`src/hdl/psar_pkg.sv`:
```
// Purpose: Shared constants for the PHY status, identity and negotiation register bank
// Assumes: Clause 22 style management frames, 16-bit registers
// Notes:   Offsets are management register addresses, not byte addresses
package psar_pkg;
  // Register addresses
  localparam logic [4:0]  REG_MODE_STATUS = 5'h01;
  localparam logic [4:0]  REG_ID_HIGH     = 5'h02;
  localparam logic [4:0]  REG_ID_LOW      = 5'h03;
  localparam logic [4:0]  REG_ADVERT      = 5'h04;
  localparam logic [4:0]  REG_PARTNER     = 5'h05;
  localparam logic [4:0]  REG_EXPANSION   = 5'h06;
  // Mode status: fixed bits, live bits cleared here
  localparam logic [15:0] STATUS_FIXED    = 16'h7949;
  localparam int          ST_AN_DONE      = 5;
  localparam int          ST_FAR_FAULT    = 4;
  localparam int          ST_LINK         = 2;
  localparam int          ST_JABBER       = 1;
  // Advertisement layout and reset
  localparam logic [15:0] ADV_WR_MASK     = 16'hbfff;
  localparam logic [15:0] ADV_RESET       = 16'h0001;
  localparam logic [15:0] PARTNER_MASK    = 16'hefff;
  // Expansion bits
  localparam int          EXP_PD_FAULT    = 4;
  localparam int          EXP_LINK_PARTNER_NP = 3;
  localparam int          EXP_LOCAL_NP    = 2;
  localparam int          EXP_PAGE_RX     = 1;
  localparam int          EXP_LINK_PARTNER_AN = 0;
  // Management frame
  localparam logic [1:0]  OP_READ         = 2'h2;
  localparam logic [1:0]  OP_WRITE        = 2'h1;
  localparam logic [4:0]  HDR_LAST        = 5'h0b;
  localparam logic [4:0]  DATA_BITS       = 5'h10;
  localparam logic [4:0]  WR_LAST         = 5'h11;
  // Synchroniser lanes
  localparam int          SYNC_W          = 8;
  localparam int          SYNC_MDC        = 0;
  localparam int          SYNC_MDIO       = 1;
  localparam int          SYNC_STRAP      = 2;
endpackage : psar_pkg

```
`src/hdl/psar_mdio_slave.sv`:
```
// Purpose: Management frame engine, samples mdc and mdio in the clk domain
// Assumes: mdc slower than clk by at least eight to one
// Notes:   Read data is driven after each mdc rising edge
`timescale 1ns/1ns
module psar_mdio_slave
  import psar_pkg::*;
(
  input  wire logic        clk,       // System clock
  input  wire logic        srst,      // Synchronous reset
  input  wire logic        mdc_lvl,   // Filtered management clock
  input  wire logic        mdio_lvl,  // Filtered management data
  input  wire logic [4:0]  phy_addr,  // Port address
  input  wire logic [15:0] rd_data,   // Word for the addressed register
  output logic      [4:0]  reg_addr,  // Register address of frame
  output logic             rd_take,   // Read word captured, one cycle
  output logic             wr_stb,    // Write pulse
  output logic      [15:0] wr_data,   // Write data
  output logic             mdio_out,  // Data pin output
  output logic             mdio_oe    // Data pin enable
);
  typedef enum logic [2:0] {
    S_IDLE, S_START, S_HDR, S_TA_RD, S_RD, S_WR, S_SKIP
  } psar_mdio_state_t;

  typedef struct packed {
    psar_mdio_state_t st;
    logic             mdc_prev;
    logic [4:0]       cnt;
    logic [15:0]      sh;
    logic [4:0]       addr;
    logic [15:0]      out_sh;
    logic             mdio_o;
    logic             oe;
    logic             wr_stb;
  } psar_mdio_t;

  psar_mdio_t  fr_q;
  psar_mdio_t  fr_d;
  logic        rise;
  logic [15:0] nsh;

  always_comb begin
    fr_d          = fr_q;
    fr_d.wr_stb   = 1'b0;
    fr_d.mdc_prev = mdc_lvl;
    rise          = mdc_lvl & ~fr_q.mdc_prev;
    nsh           = {fr_q.sh[14:0], mdio_lvl};
    rd_take       = 1'b0;
    if (rise) begin
      case (fr_q.st)
        S_IDLE: begin
          // Idle ones are optional, so a single zero opens a frame
          if (!mdio_lvl) fr_d.st = S_START;
        end
        S_START: begin
          fr_d.cnt = 5'h00;
          fr_d.st  = mdio_lvl ? S_HDR : S_IDLE;
        end
        S_HDR: begin
          fr_d.sh  = nsh;
          fr_d.cnt = fr_q.cnt + 5'h01;
          if (fr_q.cnt == HDR_LAST) begin
            fr_d.addr = nsh[4:0];
            fr_d.cnt  = 5'h00;
            if (nsh[9:5] != phy_addr) fr_d.st = S_SKIP;
            else if (nsh[11:10] == OP_READ) fr_d.st = S_TA_RD;
            else if (nsh[11:10] == OP_WRITE) fr_d.st = S_WR;
            else fr_d.st = S_SKIP;
          end
        end
        S_TA_RD: begin
          rd_take     = 1'b1;
          fr_d.out_sh = rd_data;
          fr_d.oe     = 1'b1;
          fr_d.mdio_o = 1'b0;
          fr_d.st     = S_RD;
        end
        S_RD: begin
          if (fr_q.cnt == DATA_BITS) begin
            fr_d.oe = 1'b0;
            fr_d.st = S_IDLE;
          end else begin
            fr_d.mdio_o = fr_q.out_sh[15];
            fr_d.out_sh = {fr_q.out_sh[14:0], 1'b0};
            fr_d.cnt    = fr_q.cnt + 5'h01;
          end
        end
        S_WR: begin
          fr_d.sh  = nsh;
          fr_d.cnt = fr_q.cnt + 5'h01;
          if (fr_q.cnt == WR_LAST) begin
            fr_d.wr_stb = 1'b1;
            fr_d.st     = S_IDLE;
          end
        end
        S_SKIP: begin
          fr_d.cnt = fr_q.cnt + 5'h01;
          if (fr_q.cnt == WR_LAST) fr_d.st = S_IDLE;
        end
        default: fr_d.st = S_IDLE;
      endcase
    end
    if (srst) begin
      fr_d          = '0;
      fr_d.st       = S_IDLE;
      fr_d.mdc_prev = 1'b1;
      rd_take       = 1'b0;
    end
  end

  always_ff @(posedge clk) begin
    fr_q <= fr_d;
  end

  assign reg_addr = fr_q.addr;
  assign wr_stb   = fr_q.wr_stb;
  assign wr_data  = fr_q.sh;
  assign mdio_out = fr_q.mdio_o;
  assign mdio_oe  = fr_q.oe;
endmodule : psar_mdio_slave

```
`src/hdl/psar_regs.sv`:
```
// Purpose: Status, identity and negotiation registers of one copper port
// Assumes: Status inputs come from logic on clk; pins are asynchronous
// Notes:   Hold srst for at least five clk edges so the straps settle
`timescale 1ns/1ns

module psar_regs
  import psar_pkg::*;
#(
  parameter logic [15:0] ID_OUI_HIGH = 16'h2a5c,  // Arbitrary value
  parameter logic [5:0]  ID_OUI_LOW  = 6'h15,     // Arbitrary value
  parameter logic [5:0]  ID_MODEL    = 6'h0c,     // Arbitrary value
  parameter logic [3:0]  ID_REV      = 4'h2       // Arbitrary value
)
(
  input  wire logic        clk,                   // 25 MHz clock
  input  wire logic        srst,                  // Synchronous reset
  input  wire logic        mdc,                   // Management clock pin
  input  wire logic        mdio_in,               // Management data in
  output logic             mdio_out,              // Management data out
  output logic             mdio_oe,               // Management data enable
  input  wire logic [4:0]  phy_addr,              // Port address, static
  input  wire logic [5:0]  config_strap_default,  // Advertise straps
  input  wire logic        an_complete,           // Negotiation done
  input  wire logic        far_fault,             // Far-end fault seen
  input  wire logic        link_up,               // Link is up
  input  wire logic        jabber,                // Jabber seen
  input  wire logic [15:0] link_partner_page,     // Partner base page
  input  wire logic        link_partner_page_valid, // Base page load pulse
  input  wire logic        parallel_fault,        // Parallel detect fault
  input  wire logic        link_partner_np_able,  // Partner next-page able
  input  wire logic        page_received,         // New page pulse
  input  wire logic        link_partner_an_able,  // Partner can negotiate
  output logic      [15:0] advertisement          // Local advertisement
);
  typedef struct packed {
    logic        an_done;
    logic        far_fault;
    logic        link;
    logic        jabber;
    logic        pd_fault;
    logic        page_rx;
    logic        link_partner_np;
    logic        link_partner_an;
    logic [15:0] partner;
    logic [15:0] adv;
  } psar_regs_t;

  psar_regs_t        rg_q;
  psar_regs_t        rg_d;
  logic [SYNC_W-1:0] pin_lvl;
  logic [5:0]        strap_lvl;
  logic [4:0]        reg_addr;
  logic              rd_take;
  logic              wr_stb;
  logic [15:0]       wr_data;
  logic [15:0]       rd_word;
  logic [15:0]       status_word;
  logic [15:0]       exp_word;
  logic              stat_read;
  logic              exp_read;

  psar_sync u_sync (
    .clk  (clk),
    .din  ({config_strap_default, mdio_in, mdc}),
    .dout (pin_lvl)
  );

  assign strap_lvl = pin_lvl[SYNC_STRAP +: 6];

  psar_mdio_slave u_mdio (
    .clk      (clk),
    .srst     (srst),
    .mdc_lvl  (pin_lvl[SYNC_MDC]),
    .mdio_lvl (pin_lvl[SYNC_MDIO]),
    .phy_addr (phy_addr),
    .rd_data  (rd_word),
    .reg_addr (reg_addr),
    .rd_take  (rd_take),
    .wr_stb   (wr_stb),
    .wr_data  (wr_data),
    .mdio_out (mdio_out),
    .mdio_oe  (mdio_oe)
  );

  assign stat_read = rd_take && (reg_addr == REG_MODE_STATUS);
  assign exp_read  = rd_take && (reg_addr == REG_EXPANSION);

  always_comb begin
    status_word               = STATUS_FIXED;
    status_word[ST_AN_DONE]   = rg_q.an_done;
    status_word[ST_FAR_FAULT] = rg_q.far_fault;
    status_word[ST_LINK]      = rg_q.link;
    status_word[ST_JABBER]    = rg_q.jabber;
    exp_word                  = 16'h0000;
    exp_word[EXP_PD_FAULT]    = rg_q.pd_fault;
    exp_word[EXP_LINK_PARTNER_NP] = rg_q.link_partner_np;
    exp_word[EXP_LOCAL_NP]    = 1'b1;
    exp_word[EXP_PAGE_RX]     = rg_q.page_rx;
    exp_word[EXP_LINK_PARTNER_AN] = rg_q.link_partner_an;
  end

  // Unmapped addresses, including mode control, read as zero
  always_comb begin
    if (reg_addr == REG_MODE_STATUS) begin
      rd_word = status_word;
    end else if (reg_addr == REG_ID_HIGH) begin
      rd_word = ID_OUI_HIGH;
    end else if (reg_addr == REG_ID_LOW) begin
      rd_word = {ID_OUI_LOW, ID_MODEL, ID_REV};
    end else if (reg_addr == REG_ADVERT) begin
      rd_word = rg_q.adv;
    end else if (reg_addr == REG_PARTNER) begin
      rd_word = rg_q.partner;
    end else if (reg_addr == REG_EXPANSION) begin
      rd_word = exp_word;
    end else begin
      rd_word = 16'h0000;
    end
  end

  always_comb begin
    rg_d         = rg_q;
    rg_d.an_done = an_complete;
    rg_d.link_partner_np = link_partner_np_able;
    rg_d.link_partner_an = link_partner_an_able;
    // The read captures the old latch value in the same cycle that the
    // latch reloads from the live input, so no event slips between them
    rg_d.far_fault = stat_read ? far_fault : (rg_q.far_fault | far_fault);
    rg_d.jabber    = stat_read ? jabber : (rg_q.jabber | jabber);
    rg_d.link      = stat_read ? link_up : (rg_q.link & link_up);
    rg_d.pd_fault  = exp_read ? parallel_fault
                              : (rg_q.pd_fault | parallel_fault);
    rg_d.page_rx   = exp_read ? page_received
                              : (rg_q.page_rx | page_received);
    if (link_partner_page_valid) begin
      rg_d.partner = link_partner_page & PARTNER_MASK;
    end
    // Only the advertisement word takes writes; all else ignores them
    if (wr_stb && (reg_addr == REG_ADVERT)) begin
      rg_d.adv = wr_data & ADV_WR_MASK;
    end
    if (srst) begin
      rg_d          = '0;
      rg_d.adv      = ADV_RESET;
      rg_d.adv[11:10] = strap_lvl[5:4];
      rg_d.adv[8:5] = strap_lvl[3:0];
    end
  end

  always_ff @(posedge clk) begin
    rg_q <= rg_d;
  end

  assign advertisement = rg_q.adv;
endmodule : psar_regs

```
`src/hdl/psar_sync.sv`:
```
// Purpose: Three-stage pin synchroniser with agreement filter
// Assumes: Inputs asynchronous to clk
// Notes:   No reset; outputs settle four edges after clk starts
`timescale 1ns/1ns
module psar_sync
  import psar_pkg::*;
(
  input  wire logic              clk,   // System clock
  input  wire logic [SYNC_W-1:0] din,   // Raw pin levels
  output logic      [SYNC_W-1:0] dout   // Filtered levels
);
  typedef struct packed {
    logic [SYNC_W-1:0] s1;
    logic [SYNC_W-1:0] s2;
    logic [SYNC_W-1:0] s3;
    logic [SYNC_W-1:0] lvl;
  } psar_sync_t;

  psar_sync_t sync_q;
  psar_sync_t sync_d;

  always_comb begin
    sync_d    = sync_q;
    sync_d.s1 = din;
    sync_d.s2 = sync_q.s1;
    sync_d.s3 = sync_q.s2;
    // A change counts only once stages two and three agree
    for (int i = 0; i < SYNC_W; i++) begin
      if (sync_q.s2[i] == sync_q.s3[i]) begin
        sync_d.lvl[i] = sync_q.s3[i];
      end
    end
  end

  always_ff @(posedge clk) begin
    sync_q <= sync_d;
  end

  assign dout = sync_q.lvl;
endmodule : psar_sync

```
`config.mk`:
```
export PLATFORM = sky130hd
export DESIGN_NAME = psar_regs
export DESIGN_NICKNAME = d
export VERILOG_FILES = /design/src/hdl/psar_pkg.sv /design/src/hdl/psar_mdio_slave.sv /design/src/hdl/psar_regs.sv /design/src/hdl/psar_sync.sv
export SDC_FILE = /design/constraint.sdc
export NUM_CORES = 1
export LEC_CHECK = 0
export ABC_AREA = 1
export BUFFER_PORTS_ARGS = -buffer_cell sky130_fd_sc_hd__clkbuf_2
export CELL_PAD_IN_SITES_DETAIL_PLACEMENT = 1
export CELL_PAD_IN_SITES_GLOBAL_PLACEMENT = 1
export CORE_UTILIZATION = 35
export DETAILED_ROUTE_END_ITERATION = 16
export PLACE_DENSITY_LB_ADDON = 0.1
export SLEW_MARGIN = 0
export SYNTH_ARGS = -nofsm -noshare
export SYNTH_HDL_FRONTEND = slang
export SYNTH_SLANG_ARGS = --single-unit
```
`constraint.sdc`:
```
create_clock -name clk -period 2.2 [get_ports clk]
set_input_delay 0.22 -clock clk [delete_from_list [all_inputs] [get_ports clk]]
set_output_delay 0.22 -clock clk [all_outputs]
set_load 0.03 [all_outputs]
```
== Word-level counts from Yosys, hierarchy flattened ==
Cells that the tools add are included.

* Add/sub/neg operators: 1
* Multiply operators: 0
* Divide/modulo/power cells: 0
* Magnitude comparators: 0
* Equal/unequal tests: 31
* Shift operators: 0
* Mux-type cells: 32
* Bitwise operators: 9
* Reduce and logical (&&, ||, !) cells: 16

{| class="wikitable"
|+ Operators with widths
! kind !! number
|-
| 2-to-1 mux 16 bit || 5
|-
| one-hot mux 18 bit (2 select lines) || 1
|-
| 2-to-1 mux 12 bit || 2
|-
| one-hot mux 5 bit (4 select lines) || 1
|-
| 2-to-1 mux 3 bit || 6
|-
| one-hot mux 3 bit (6 select lines) || 1
|-
| 2-to-1 mux 17 bit || 1
|-
| == test 5 x 3 -> 1 bit, second input constant || 3
|-
| 2-to-1 mux 5 bit || 3
|-
| AND reduction 3 bit || 4
|-
| == test 5 x 2 -> 1 bit, second input constant || 2
|-
| == test 5 bit, second input constant || 2
|-
| 2-to-1 mux 1 bit || 10
|-
| == test 3 bit, second input constant || 3
|-
| == test 1 bit || 8
|-
| == test 3 x 2 -> 1 bit, second input constant || 2
|-
| != test 2 x 1 -> 1 bit, second input constant || 3
|-
| adder 5 x 1 -> 5 bit, second input constant || 1
|-
| == test 5 x 1 -> 1 bit, second input constant || 1
|-
| == test 5 x 4 -> 1 bit, second input constant || 1
|-
| != test 5 bit || 1
|-
| AND reduction 5 bit || 1
|-
| 2-to-1 mux 2 bit || 2
|-
| != test 2 bit, second input constant || 2
|-
| other kinds (13) || 23
|}

* Register bits: 119
* Bits in latches: 0
* Bits in writable memories: 0
* Bits in read-only memories: 0
* Input bits: 40
* Output and inout bits: 18
* Word-level logic and storage cells: 120
* Memories: 0

== Longest topological paths before layout ==
* Depth after elaboration: 8
* Gate-level depth with buffers: 11
* Mapped depth without buffers: 11

== By module ==
A second synthesis with hierarchy kept.

* Cells, all modules: 730
* Area total of the unflattened synthesis: 5491.5 sq um

{| class="wikitable"
|+ Modules (own cells, without submodules)
! module !! instances !! cells an instance !! area an instance (sq um) !! seq. area each (sq um)
|-
| psar_mdio_slave || 1 || 360 || 2539.9 || 980.9
|-
| psar_regs || 1 || 290 || 2020.7 || 820.8
|-
| psar_sync || 1 || 80 || 930.9 || 720.7
|}

== Worst setup path before layout ==
No wires, ideal clock.

* Kind: reg-to-reg
* Start point: register u_mdio.fr_q (netlist bit u_mdio.reg_addr[0])
* End point: register rg_q (netlist bit advertisement[10]) (enable)
* Library setup time: 318 ps
* Data arrival time: 1148 ps
* Data required time: 1882 ps
* Path slack: 734 ps
* Stages on the path, launching flop included: 7
* Buffers on the path: 1
* Clock period less this slack: 1466 ps
* Cells stage by stage: dfxtp_1 > nor2_1 > inv_1 > nor2_1 > nand2_1 > buf_2 > nand2_1

* Longest elaborated chain between the ends: 3

{| class="wikitable"
|+ RTL lines
! what !! line !! RTL
|-
| start: declaration || psar_mdio_slave.sv:37 || <nowiki>psar_mdio_t fr_q;</nowiki>
|-
| start signal: assignment || psar_mdio_slave.sv:112 || <nowiki>fr_q <= fr_d;</nowiki>
|-
| == test 5 x 3 -> 1 bit || psar_regs.sv:139 || <nowiki>if (wr_stb && (reg_addr == REG_ADVERT)) begin</nowiki>
|-
| logical AND 1 bit || psar_regs.sv:139 ||
|-
| nonzero test 2 bit (no source line) || n/a ||
|-
| end signal: assignment || psar_regs.sv:151 || <nowiki>rg_q <= rg_d;</nowiki>
|-
| end: declaration || psar_regs.sv:48 || <nowiki>psar_regs_t rg_q;</nowiki>
|}

Every way passes these cells.
A chain may end at the register's enable or synchronous reset.

== Worst setup path in the final report ==
* Start point: register u_mdio.fr_q[40] in the netlist's numbering
* End point: register u_mdio.fr_q[8] in the netlist's numbering

* Longest elaborated chain between the ends: 3

{| class="wikitable"
|+ RTL lines
! what !! line !! RTL
|-
| == test 5 bit || psar_mdio_slave.sv:79 || <nowiki>if (fr_q.cnt == DATA_BITS) begin</nowiki>
|-
| != test 2 bit (no source line) || n/a ||
|-
| AND reduction 3 bit (no source line) || n/a ||
|}

Every way passes these cells.

==> summary.txt <==
CTS
  – Clock sinks: 119
  – CTS max path bufs: 2
  – CTS buffer count: 17
  – CTS tree: built
  – Worst skew pair latency: 0.42 ns
  – Clock transition at path regs: 0.06 ns
  – CTS HTree Levels: 4
  – CTS root buf: clkbuf_16
  – Post-cts sizing count: 0

Critical path
  – Worst path slowest cell: dfxtp_1
  – Worst-path cell chain: inv_1 > ha_1 > nand3_1 > nand3_1 > nand2_2 > buf_4 > or2_2 > nand3_1 > inv_1
  – Kind of cell adding the most delay to the critical path: simple AND/OR/NAND/NOR gates
  – Worst setup EP type: flip-flop
  – WP depth: 9
  – Kind of critical path: reg -> reg
  – CP peak stage delay: 0.35 ns
  – Required @ worst endpoint: 2.52 ns
  – R2R Setup Slk: 0.44 ns
  – CP bufs+invs: 3
  – Worst flop-to-flop path endpoint: u_mdio.fr_q[8]
  – FF-to-FF Start: u_mdio.fr_q[40]
  – Most used cell along the critical path: nand3_1
  – R2R cell count: 9
  – Critical Path Start Type: flip-flop
  – WP data arrival: 2.08 ns
  – Critical path peak fanout: 12
  – Worst setup path endpoint: u_mdio.fr_q[8]
  – Worst Setup SP: u_mdio.fr_q[40]

STA
  – Hold Vio Cnt, Final: 0
  – Final max-slew violation count: 0
  – Tmin final: 1.76 ns
  – Worst Skew: 0.00509 ns
  – Final setup TNS: 0 ns
  – RSZ-0062 raised after global routing: false
  – Tcrit/Tclk final: 79.9%
  – Fmax: 569 MHz
  – Endpoints failing setup: 0
  – Worst hold slack: 0.0133 ns

Global routing
  – Total grt overflow: 0
  – First-pass GRT wire length: 21300 um
  – Tot GR Track Use: 19.5%
  – Antenna violations before repair: 0
  – Pin count of the biggest net entering global routing: 34
  – Vias in the first global route: 4342

Yosys
  – Syn nets: 661
  – Syn Inst Count: 616
  – Register area share after synthesis: 51.7%
  – Main area contributors after synthesis: dfxtp_1 43%, nand2_1 8.8%, edfxtp_1 8.6%
  – Yosys top cell by area: dfxtp_1
  – Netlist cell types: 32
  – Yosys top cell area share: 43.1%
  – Synth Cell Area: 0.00488 sq mm
  – Synthesis-stage register bit count: 119
  – Syn. warnings: 0
  – Synthesized area per cell: 7.93 sq um

Power and ir drop
  – Static Leak: 2.58 nW
  – Clock share of power: 51.4%
  – Total Power: 0.00535 W
  – Part of the power in registers: 43.5%
  – Switching share of power: 23.9%
  – Logic pwr share: 5.1%
  – Net switching power: 0.00128 W
  – Pwr Density: 901 mW/mm^2
  – Pint: 0.00407 W
  – Worst vdd ir: 574 uV

Floorplan
  – Rows: 42
  – # IOs: 58
  – Initial Util: 36.4%
  – Die Ht: 120 um
  – Core box area: 0.0134 sq mm
  – Total die area: 0.0144 sq mm
  – Die X: 120 um

Place
  – Placed instance area: 0.00522 sq mm
  – Gp weighted congestion: 0.809
  – Port bufs: 55
  – Cells after DPL: 818
  – Post-detail-place hpwl: 9270 um

Hold path
  – Hold Crit Class: in -> reg
  – Hold path startpoint: parallel_fault

Routing
  – DRT iter0 DRCs: 191
  – First-pass DRT Iterations: 4
  – Routed WL: 12700 um
  – Drt wl/cell: 14.7 um
  – Via Count: 4125
  – Via-per-instance ratio: 4.78
  – Post-DRT Antenna Nets: 0
  – DRC Markers: 0

Run
  – Max-Cap Viols: 0

Status
  – Status: complete, no violations

Finish
  – Fin nets: 719
  – Layout cell share with drive strength beyond 1: 17.0%
  – Non-Filler Instances: 863
  – Finished Cell Area: 0.00594 sq mm
  – ANT cells: 0
  – Synth-to-Final Area Change: 21.7%
## cells in the final DEF (no fill, tap or decap), types with 2 or more instances in the layout
master and count:
inv_6 4, nand2_1 114, xor2_1 2, clkinv_4 3
inv_1 56, or2_2 3, nand3_1 31, nor2_1 73
o21ai_0 36, buf_4 10, dfxtp_1 105, clkbuf_8 3
nand4_1 5, nor2_2 6, o21ai_1 33, clkbuf_16 19
inv_2 7, ha_1 5, o31ai_1 6, dlygate4sd3_1 13
xnor2_1 9, clkinvlp_4 2, edfxtp_1 14, nand2_2 2
a21oi_1 61, clkbuf_2 55
## power groups by stage
stage | logic (W) | clock network, W | registers (W)
3_3_place_gp | 0.000251 | 0 | 0.00237
6_report | 0.000273 | 0.00275 | 0.00233
5_1_grt | 0.000310 | 0.00292 | 0.00234
3_5_place_dp | 0.000259 | 0 | 0.00238
4_1_cts | 0.000278 | 0.00282 | 0.00233
2_1_floorplan | 0.000182 | 0 | 0.00236
## tightest hold or removal path, stage by stage
cell      delay, ns
clkbuf_2       0.08
a21oi_1        0.03
nor2_1         0.06
## registers in the layout, indices dropped and copies added (netlist names)
signal and cells:
u_mdio.wr_stb 1, u_sync.dout 8, u_sync.sync_d 16, u_mdio.reg_addr 5, advertisement 15, u_mdio.mdio_oe 1
u_mdio.wr_data 16, rg_q 19, exp_word 4, u_mdio.fr_q 25, u_mdio.mdio_out 1, u_sync.sync_q 8
## Yosys cell counts
master      n
nand2_1   114
dfxtp_1   105
nor2_1     73
a21oi_1    61
inv_1      56
o21ai_0    36
o21ai_1    33
nand3_1    31
buf_4      21
edfxtp_1   14
clkbuf_1   11
xnor2_1     9
inv_2       7
nor2_2      6
o31ai_1     6
ha_1        5
nand4_1     5
buf_2       4
or2_2       3
buf_1       2
nand2_2     2
xor2_1      2
a21boi_1    1
a21oi_4     1
buf_6       1
clkinv_1    1
conb_1      1
nand3b_1    1
nor3_4      1
nor4_1      1
or2_0       1
or2_1       1
## how the worst min path moves through the flow
stage	to	cells past startpoint
after floorplan	u_sync.sync_d[16]	0
after global placement	u_sync.sync_d[8]	0
after detailed placement	u_sync.sync_d[9]	0
after CTS	exp_word[4]	3
after global routing	exp_word[4]	3
final	exp_word[4]	3
## layout make-up
class | instances | area, sq um
well taps | 176 | 220
repair buffers | 78 | 480
fillers | 1663 | 7460
multi-input cells | 394 | 1880
flip-flops and latches | 119 | 2520
inverters | 64 | 240
clock inverters | 10 | 81.3
clock buffers | 22 | 517
## per-layer routing
metal | part of all wire (%) | global-route usage [%] | wire length [um]
met5 | 0 | 0 | 0
met3 | 2.8 | 5.51 | 359
met1 | 43 | 21.8 | 5500
met2 | 52 | 34.2 | 6570
met4 | 2.2 | 8.91 | 280
## logic make-up (layout without fill, tap and decap cells)
group                    Yosys count  after routing  share of synthesized area [%]
adder cells (fa/ha/maj)            5              5                           1.28
buffers and inverters            103            174                           9.79
flip-flops                       119            119                           51.7
AO/OA/AOI/OAI                    138            138                           14.7
XOR/XNOR                          11             11                           1.97
other                              1              1                         0.0768
AND/OR/NAND/NOR                  239            239                           20.5
## per-stage QoR
step           worst slack (ns)  util (%)
2_1_floorplan             0.734         -
3_3_place_gp              0.491      38.9
3_5_place_dp              0.462      38.9
4_1_cts                   0.430      44.4
5_1_grt                   0.236      44.4
6_report                  0.443      44.4
## timing repair
action | 4_1_cts | 5_1_grt
hold buffers | 13 | 0
setup buffers | 0 | 0
endpoints found under the hold margin | 13 | 0
Power figures use the tool's default switching activity.
